[config.mk]
export PLATFORM = sky130hd
export DESIGN_NAME = compact_isa_state_decoder
export DESIGN_NICKNAME = d
export VERILOG_FILES = /design/src/inc/compact_isa_pkg.sv /design/src/halfword_classifier.sv /design/src/compact_isa_state_decoder.sv
export VERILOG_INCLUDE_DIRS = /design/src /design/src/inc
export SDC_FILE = /design/constraint.sdc
export NUM_CORES = 1
export LEC_CHECK = 0
export BUFFER_PORTS_ARGS = -buffer_cell sky130_fd_sc_hd__clkbuf_2
export CAP_MARGIN = 20
export CORE_MARGIN = 5
export CORE_UTILIZATION = 40
export CTS_BUF_LIST = sky130_fd_sc_hd__clkbuf_16
export DETAILED_ROUTE_END_ITERATION = 6
export PLACE_DENSITY = 0.58
export SLEW_MARGIN = 20
export SYNTH_ARGS = -nofsm -noshare
export SYNTH_HDL_FRONTEND = slang
export SYNTH_SLANG_ARGS = --single-unit
[constraint.sdc]
create_clock -name core_clk -period 3.7 [get_ports core_clk]
set_clock_uncertainty 0.1 [all_clocks]
set_input_delay 0.74 -clock core_clk [delete_from_list [all_inputs] [get_ports core_clk]]
set_output_delay 0.74 -clock core_clk [all_outputs]
set_load 0.01 [all_outputs]
[src/inc/compact_isa_params.svh]
// constants for the compact instruction-state decoder
`ifndef COMPACT_ISA_PARAMS_SVH
`define COMPACT_ISA_PARAMS_SVH

// ============================================================
// addresses and steps
`define ISA_RESET_PC        32'h0000_0000
`define ISA_HALF_STEP       32'h0000_0002
`define ISA_WORD_STEP       32'h0000_0004

// ============================================================
// condition codes
`define ISA_COND_ALWAYS     4'he
`define ISA_COND_NONE       4'hf

// ============================================================
// first-halfword field patterns
`define ISA_LONG_TOP_A      5'h1d
`define ISA_LONG_TOP_B      5'h1e
`define ISA_LONG_TOP_C      5'h1f
`define ISA_IT_TOP          8'hbf
`define ISA_CZB_TOP         4'hb
`define ISA_CONDBR_TOP      4'hd
`define ISA_BOUNDS_TOP      8'hca
`define ISA_HANDLER_TOP     5'h18
`define ISA_MEM_FIRST       4'h5
`define ISA_MEM_LAST        4'h9
`define ISA_LONG_MEM_TOP    7'h7c

// ============================================================
// environment enter/leave pair
`define ISA_STCHG_HW1       16'hf3bf
`define ISA_STCHG_HW2_TOP   12'h8f1

// ============================================================
// predication block
`define ISA_IT_MAX_LEN      3'h4

`endif

[src/inc/compact_isa_pkg.sv]
// types for the compact instruction-state decoder
package compact_isa_pkg;

    // decode state selected by the two status bits
    typedef enum logic [1:0] {
        MODE_STANDARD = 2'h0,
        MODE_COMPACT  = 2'h1,
        MODE_VARIANT  = 2'h3
    } isa_mode_type;

    // coarse instruction class handed to execute
    typedef enum logic [3:0] {
        CLS_PLAIN        = 4'h0,
        CLS_IF_THEN      = 4'h1,
        CLS_CZB          = 4'h2,
        CLS_COND_BRANCH  = 4'h3,
        CLS_HANDLER      = 4'h4,
        CLS_BOUNDS       = 4'h5,
        CLS_STATE_CHANGE = 4'h6,
        CLS_MEMORY       = 4'h7
    } instr_class_type;

    // fetch sequencer states, one-hot
    typedef enum logic [2:0] {
        FS_START  = 3'b001,
        FS_FIRST  = 3'b010,
        FS_SECOND = 3'b100
    } fetch_state_type;

    // request to the fetch unit
    typedef struct packed {
        logic [31:0] addr;
        logic        word;
    } fetch_req_type;

    // decoded instruction to execute
    typedef struct packed {
        isa_mode_type    mode;
        logic            is_32bit;
        instr_class_type cls;
        logic            conditional;
        logic            null_check;
        logic [3:0]      cond;
        logic [31:0]     addr;
        logic [31:0]     instr;
    } decoded_type;

endpackage

[src/halfword_classifier.sv]
// first-halfword length and class decoder
`timescale 1ns/1ps
`default_nettype none
`include "compact_isa_params.svh"

module halfword_classifier (
    // halfword under test
    input  wire logic                             [15:0] first_halfword,
    input  wire logic                                    variant_mode,
    // classification
    output logic                                         is_long,
    output compact_isa_pkg::instr_class_type             cls,
    output logic                                         null_check
);
    import compact_isa_pkg::*;

    // ============================================================
    // length: 32-bit forms live in the old long-branch-link space
    always_comb begin
        is_long = (first_halfword[15:11] == `ISA_LONG_TOP_A) ||
                  (first_halfword[15:11] == `ISA_LONG_TOP_B) ||
                  (first_halfword[15:11] == `ISA_LONG_TOP_C);
    end

    // ============================================================
    // class from the first halfword alone
    always_comb begin
        cls        = CLS_PLAIN;
        null_check = 1'b0;
        if (is_long) begin
            // 32-bit loads and stores get base checks in the variant
            if (variant_mode && first_halfword[15:9] == `ISA_LONG_MEM_TOP) begin
                cls        = CLS_MEMORY;
                null_check = 1'b1;
            end
        end else if (first_halfword[15:8] == `ISA_IT_TOP && first_halfword[3:0] != 4'h0) begin
            cls = CLS_IF_THEN;
        end else if (first_halfword[15:12] == `ISA_CZB_TOP && !first_halfword[10]
                     && first_halfword[8]) begin
            cls = CLS_CZB;
        end else if (first_halfword[15:12] == `ISA_CONDBR_TOP
                     && first_halfword[11:8] < `ISA_COND_ALWAYS) begin
            cls = CLS_COND_BRANCH;
        end else if (variant_mode && first_halfword[15:8] == `ISA_BOUNDS_TOP) begin
            cls = CLS_BOUNDS;
        end else if (variant_mode && first_halfword[15:11] == `ISA_HANDLER_TOP) begin
            cls = CLS_HANDLER;
        end else if (first_halfword[15:12] >= `ISA_MEM_FIRST
                     && first_halfword[15:12] <= `ISA_MEM_LAST) begin
            cls = CLS_MEMORY;
            null_check = variant_mode;
        end
    end

endmodule // halfword_classifier
`default_nettype wire

[src/compact_isa_state_decoder.sv]
// instruction-state selection and front-end decode for the compact set
`timescale 1ns/1ps
`default_nettype none
`include "compact_isa_params.svh"

module compact_isa_state_decoder #(
    parameter logic [31:0] RESET_PC = `ISA_RESET_PC
) (
    // clock and reset
    input  wire logic                             core_clk,
    input  wire logic                             resetn,
    // program status register state bits
    input  wire logic                             ps_compact_bit,
    input  wire logic                             ps_extended_bit,
    // redirect from execute
    input  wire logic                             redirect_valid,
    input  wire logic                      [31:0] redirect_addr,
    // fetch request and response
    output logic                                  fetch_req_valid,
    output compact_isa_pkg::fetch_req_type        fetch_req,
    input  wire logic                             fetch_rsp_valid,
    input  wire logic                      [31:0] fetch_rsp_data,
    // decoded stream to execute
    output logic                                  dec_valid,
    output compact_isa_pkg::decoded_type          dec,
    output logic                            [7:0] if_then_state
);
    import compact_isa_pkg::*;

    // ============================================================
    // mode decode, used by the sequencer and the issue path
    function automatic isa_mode_type isa_mode_of(input logic compact_bit,
                                                 input logic extended_bit);
        if (compact_bit && !extended_bit) begin
            return MODE_COMPACT;
        end else if (compact_bit && extended_bit) begin
            return MODE_VARIANT;
        end else begin
            return MODE_STANDARD;
        end
    endfunction

    // ============================================================
    // state
    fetch_state_type state_reg;       // sequencer state
    fetch_state_type state_next;      // its next value
    logic [31:0]     pc_reg;          // address of next instruction
    logic [31:0]     pc_next;         // its next value
    logic            drop_reg;        // stale response still owed
    logic [15:0]     hold_hw_reg;     // first halfword of a long form
    isa_mode_type    hold_mode_reg;   // mode seen at the first halfword
    logic [7:0]      itstate_reg;     // base condition and block mask
    logic [2:0]      blk_count_reg;   // instructions issued in a block
    logic            req_valid_reg;   // request strobe
    fetch_req_type   req_reg;         // request payload
    logic            dec_valid_reg;   // issue strobe
    decoded_type     dec_reg;         // issued instruction

    // ============================================================
    // combinational helpers
    isa_mode_type    mode_now;        // mode from live status bits
    logic            rsp_take;        // response that belongs to us
    logic            first_long;      // first halfword is a long form
    instr_class_type first_cls;       // class of the first halfword
    logic            first_null;      // base check wanted
    logic            issue;           // send a request this cycle
    logic [31:0]     issue_addr;      // where to fetch
    logic            issue_word;      // whole word or halfword
    logic            emit;            // hand an instruction to execute
    logic            emit_long;       // it is a 32-bit form
    logic [31:0]     emit_instr;      // its bits
    instr_class_type emit_cls;        // its class
    logic            emit_null;       // its base check
    isa_mode_type    emit_mode;       // its decode state
    logic            in_block;        // inside a predication block

    assign mode_now = isa_mode_of(ps_compact_bit, ps_extended_bit);
    // stale answers after a redirect are swallowed here
    assign rsp_take = fetch_rsp_valid && !drop_reg;
    assign in_block = (itstate_reg[3:0] != 4'h0);

    // ============================================================
    // classify the low halfword of the answer
    halfword_classifier u_classify (
        .first_halfword (fetch_rsp_data[15:0]),
        .variant_mode   (mode_now == MODE_VARIANT),
        .is_long        (first_long),
        .cls            (first_cls),
        .null_check     (first_null)
    );

    // ============================================================
    // sequencer next state, fetch issue and instruction emit
    always_comb begin
        state_next = state_reg;
        pc_next    = pc_reg;
        issue      = 1'b0;
        issue_addr = pc_reg;
        issue_word = (mode_now == MODE_STANDARD);
        emit       = 1'b0;
        emit_long  = 1'b0;
        emit_instr = fetch_rsp_data;
        emit_cls   = first_cls;
        emit_null  = first_null;
        emit_mode  = mode_now;
        case (state_reg)
            FS_START: begin
                // redirect here just moves the start point
                if (redirect_valid) begin
                    pc_next = redirect_addr;
                end else begin
                    issue      = 1'b1;
                    state_next = FS_FIRST;
                end
            end
            FS_FIRST: begin
                if (redirect_valid) begin
                    pc_next    = redirect_addr;
                    state_next = FS_START;
                end else if (rsp_take && mode_now == MODE_STANDARD) begin
                    emit       = 1'b1;
                    emit_long  = 1'b1;
                    emit_cls   = CLS_PLAIN;
                    emit_null  = 1'b0;
                    pc_next    = pc_reg + `ISA_WORD_STEP;
                    issue      = 1'b1;
                    issue_addr = pc_next;
                end else if (rsp_take && first_long) begin
                    issue      = 1'b1;
                    issue_addr = pc_reg + `ISA_HALF_STEP;
                    issue_word = 1'b0;
                    state_next = FS_SECOND;
                end else if (rsp_take) begin
                    emit       = 1'b1;
                    emit_instr = {16'h0000, fetch_rsp_data[15:0]};
                    pc_next    = pc_reg + `ISA_HALF_STEP;
                    issue      = 1'b1;
                    issue_addr = pc_next;
                end
            end
            FS_SECOND: begin
                emit_mode  = hold_mode_reg;
                emit_instr = {hold_hw_reg, fetch_rsp_data[15:0]};
                emit_cls   = CLS_PLAIN;
                emit_null  = 1'b0;
                if (redirect_valid) begin
                    pc_next    = redirect_addr;
                    state_next = FS_START;
                end else if (rsp_take) begin
                    emit       = 1'b1;
                    emit_long  = 1'b1;
                    pc_next    = pc_reg + `ISA_WORD_STEP;
                    issue      = 1'b1;
                    issue_addr = pc_next;
                    issue_word = 1'b0;
                    state_next = FS_FIRST;
                    if (hold_hw_reg == `ISA_STCHG_HW1
                        && fetch_rsp_data[15:4] == `ISA_STCHG_HW2_TOP) begin
                        emit_cls = CLS_STATE_CHANGE;
                    end else if (hold_mode_reg == MODE_VARIANT
                                 && hold_hw_reg[15:9] == `ISA_LONG_MEM_TOP) begin
                        emit_cls  = CLS_MEMORY;
                        emit_null = 1'b1;
                    end
                end
            end
            default: begin
                state_next = FS_START;
            end
        endcase
    end

    // ============================================================
    // sequencer state and program counter
    always_ff @(posedge core_clk) begin
        if (!resetn) begin
            state_reg <= FS_START;
            pc_reg    <= RESET_PC;
        end else begin
            state_reg <= state_next;
            pc_reg    <= pc_next;
        end
    end

    // ============================================================
    // stale-response tracking; fetch answers strictly in order
    always_ff @(posedge core_clk) begin
        if (!resetn) begin
            drop_reg <= 1'b0;
        end else if (redirect_valid && state_reg != FS_START && !fetch_rsp_valid) begin
            // request outstanding with no answer yet: owe one drop
            drop_reg <= 1'b1;
        end else if (fetch_rsp_valid) begin
            drop_reg <= 1'b0;
        end
    end

    // ============================================================
    // first halfword and its mode kept across the second fetch
    always_ff @(posedge core_clk) begin
        if (!resetn) begin
            hold_hw_reg   <= 16'h0000;
            hold_mode_reg <= MODE_STANDARD;
        end else if (state_reg == FS_FIRST && rsp_take) begin
            hold_hw_reg   <= fetch_rsp_data[15:0];
            hold_mode_reg <= mode_now;
        end
    end

    // ============================================================
    // fetch request register
    always_ff @(posedge core_clk) begin
        if (!resetn) begin
            req_valid_reg <= 1'b0;
            req_reg       <= '0;
        end else begin
            req_valid_reg <= issue;
            if (issue) begin
                req_reg.addr <= issue_addr;
                req_reg.word <= issue_word;
            end
        end
    end

    // ============================================================
    // predication block state, advanced per issued instruction
    always_ff @(posedge core_clk) begin
        if (!resetn || redirect_valid) begin
            // a taken branch always leaves the block
            itstate_reg   <= 8'h00;
            blk_count_reg <= 3'h0;
        end else if (emit && emit_mode != MODE_STANDARD) begin
            if (emit_cls == CLS_IF_THEN && !emit_long && !in_block) begin
                itstate_reg   <= emit_instr[7:0];
                blk_count_reg <= 3'h0;
            end else if (in_block) begin
                if (itstate_reg[2:0] == 3'h0) begin
                    itstate_reg <= 8'h00;
                end else begin
                    itstate_reg <= {itstate_reg[7:5], itstate_reg[3:0], 1'b0};
                end
                blk_count_reg <= blk_count_reg + 3'h1;
            end
        end
    end

    // ============================================================
    // issue register towards execute
    always_ff @(posedge core_clk) begin
        if (!resetn) begin
            dec_valid_reg <= 1'b0;
            dec_reg       <= '0;
        end else begin
            dec_valid_reg <= emit;
            if (emit) begin
                dec_reg.mode       <= emit_mode;
                dec_reg.is_32bit   <= emit_long;
                dec_reg.cls        <= emit_cls;
                dec_reg.null_check <= emit_null;
                dec_reg.addr       <= pc_reg;
                dec_reg.instr      <= emit_instr;
                if (emit_mode == MODE_STANDARD) begin
                    // standard words carry their own condition field
                    dec_reg.cond        <= emit_instr[31:28];
                    dec_reg.conditional <= (emit_instr[31:28] != `ISA_COND_ALWAYS);
                end else if (in_block) begin
                    dec_reg.cond        <= itstate_reg[7:4];
                    dec_reg.conditional <= 1'b1;
                end else if (emit_cls == CLS_COND_BRANCH && !emit_long) begin
                    dec_reg.cond        <= emit_instr[11:8];
                    dec_reg.conditional <= 1'b1;
                end else begin
                    dec_reg.cond        <= `ISA_COND_ALWAYS;
                    dec_reg.conditional <= 1'b0;
                end
            end
        end
    end

    assign fetch_req_valid = req_valid_reg;
    assign fetch_req       = req_reg;
    assign dec_valid       = dec_valid_reg;
    assign dec             = dec_reg;
    assign if_then_state   = itstate_reg;
endmodule // compact_isa_state_decoder
`default_nettype wire

==> results.cfg <==
[synth]
ys_types = 86
syn_inst = 1251
post-synth-top-count-cell = nand2_1
yosysSeqAreaShare = 0.370
yosys.area.top_type = dfxtp_1
synth_top_area_share = 0.370
ys.flop_type = dfxtp_1
synthArstFlopShare = 0
ys_top_cells_by_count = nand2_1 (218), dfxtp_1 (173), a21oi_1 (141)
synth_area_um2 = 9360
synth.area.top_cells = dfxtp_1 (37%), nand2_1 (8.7%), a21oi_1 (7.5%), o21ai_0 (4.5%), clkbuf_1 (4.1%)
synth_nets = 1323
synth_edf_count = 0
ys_ff_latch = 173
ys_warn_count = 0
syn_avg_cell_area_um2 = 7.48

[floorplan]
num_io_pins = 190
core_um2 = 23300
initial_core_util = 0.402
die_area_um2 = 26500
die_w_um = 163
placementRows = 56
die_h_um = 163

[worst_hold_path]
hold_end = dec[50]
holdPathStages = 2
worstHoldStart = dec[50]
hold_class = register to register

[worst_setup_path]
crit_fanout = 13
slowest_delay_ns = 0.66
arrival_ns = 3.31
rr_worst_depth = 8
end_kind = register
critical_path.reg2reg.startpoint = pc_reg[2]
critPathRequiredTime_ns = 3.88
path_class = register to register
path_delay_family = simple AND/OR/NAND/NOR gates
r2r-end = fetch_req[31]
critPathBufInv = 0
cp.depth = 8
slowest_stage = or4_4
rrSetupSlack_ns = 0.57
crit_chain = ha_1 > nand3_1 > or4_4 > or2_2 > nor3_1 > xor2_1 > a21oi_1 > a221oi_1
critPathLaunchType = register

[clock_network]
clk_pin_slew_worst_paths_ns = 0.07
numCtsBuffers = 17
worstSkewPairLatency_ns = 0.44
clockBufferDepth = 2
cts.hold.buffers_added = 0
post_cts_buffers = 0
cts_resized = 0
cts_tree = built
cts.sinks = 173
h-tree-depth = 4
cts_root_buffer = clkbuf_16

[routing]
ant_nets = 0
dr.pass1.iters = 7
drt_drc_violations_left = 1
wl_um = 36400
vias_per_cell = 5.89
via_count = 10162
routedWlPerCell_um = 21.1
drt_iter0_markers = 745

[flow_run]
cap_violations = 0

[timing]
setup_violations = 0
drv_slew = 0
max_freq_mhz = 320
hold_violations = 0
fin_crit_sh = 0.845
rsz0062_at_grt = no
worst_hold_slack_ns = 0.357
period_needed_ns = 3.13
worst_slew_pin_slew_ns = 0.792
slew_headroom = 0.467
finalSetupTns_ns = 0

[power_and_ir_drop]
powerDensity_nw_per_um2 = 398
power_w = 0.00449
peakVddDrop_uv = 230
p_leak_nw = 4.25

[placed_design]
portBuffers = 188
gp_congestion = 1.02
dp_hpwl_um = 26800

[finish]
synthToLayoutAreaGrowth_pct = 20.4
largest_reg_flops = 76
drive_gt1_frac = 0.223
finish.utilization = 0.484
fin_nets = 1464
antenna-diode-count = 0

[global_routing]
grt_usage = 0.268
grt_pass1_vias = 9732
antenna_found_initial = 0
grt_pass1_wl_um = 56400
grt_overflow = 0
grt_max_degree = 83

[status]
status = finished, violations left
violations = DRC
-- power breakdown --
group	leakage, nW	switching, W	internal, W
registers	1.41	0.0000933	0.00194
clock network	0.282	0.000867	0.000954
logic	2.56	0.000405	0.000233
total	4.25	0.00136	0.00312
-- logic make-up after synthesis --
family          count (synthesis)  synth area share
buf+inv                       128            0.0552
xor+xnor                       23            0.0215
simple gates                  514             0.269
other cells                     1          0.000401
fa+ha+maj                       2           0.00267
mux                             7           0.00829
compound gates                403             0.273
flops                         173             0.370
-- worst max path at each step --
| stage | slack [ns] | start | to |
|---|---|---|---|
| global route | 0.45 | pc_reg[2] | fetch_req[31] |
| floorplan | 0.81 | fetch_rsp_valid | if_then_state[1] |
| global placement | 0.43 | redirect_valid | if_then_state[2] |
| finish | 0.57 | pc_reg[2] | fetch_req[31] |
| detailed placement | 0.37 | redirect_valid | if_then_state[2] |
| CTS | 0.62 | pc_reg[2] | fetch_req[31] |
-- cells in the final DEF, fill, tap and decap left out, types with 9 or more instances in the layout --
master | synthesis | layout
o211ai_1 | 17 | 17
nand3b_1 | 11 | 11
buf_4 | 2 | 53
nand4_1 | 19 | 19
nor2_1 | 83 | 82
nor3_1 | 48 | 48
a22oi_1 | 9 | 9
xor2_1 | 15 | 15
clkbuf_2 | 0 | 188
clkbuf_16 | 0 | 17
a31oi_1 | 19 | 19
a211oi_1 | 15 | 14
a21oi_1 | 141 | 140
and3_1 | 9 | 9
nand3_1 | 36 | 36
a221oi_1 | 21 | 21
dfxtp_1 | 173 | 173
o31ai_1 | 10 | 10
nor4_1 | 13 | 13
nand2_1 | 218 | 218
o21ai_0 | 84 | 83
-- cell type report --
cell class	count	area, µm²
fill	2457	12000
timing repair buffer	244	1400
clock inverter	15	155
multi-input combinational	950	5400
tap	319	399
sequential	173	3460
inverter	6	23.8
clock buffer	17	425
-- tightest hold or removal path: stages, from the launching register on --
cell,delay (ns)
dfxtp_1,0.31
nand2_1,0.05
a21oi_1,0.05
-- metal layers --
metal | wire length, µm | share of wire | up-vias | track usage
met1 | 15500 | 0.42 | 4867 | 0.348
met3 | 2770 | 0.076 | 52 | 0.0580
met2 | 17400 | 0.48 | 405 | 0.452
li1 | - | - | 4838 | -
met5 | 0 | 0 | - | 0
met4 | 815 | 0.022 | 0 | 0.0717
-- metrics by stage --
step	std cells	setup WS, ns	area (µm²)
floorplan	1251	0.806	9360
global placement	1692	0.432	10700
detailed placement	1692	0.367	10700
CTS	1724	0.625	11300
global route	1724	0.446	11300
finish	1724	0.574	11300
Note: power is estimated with default switching activity, not from simulation.
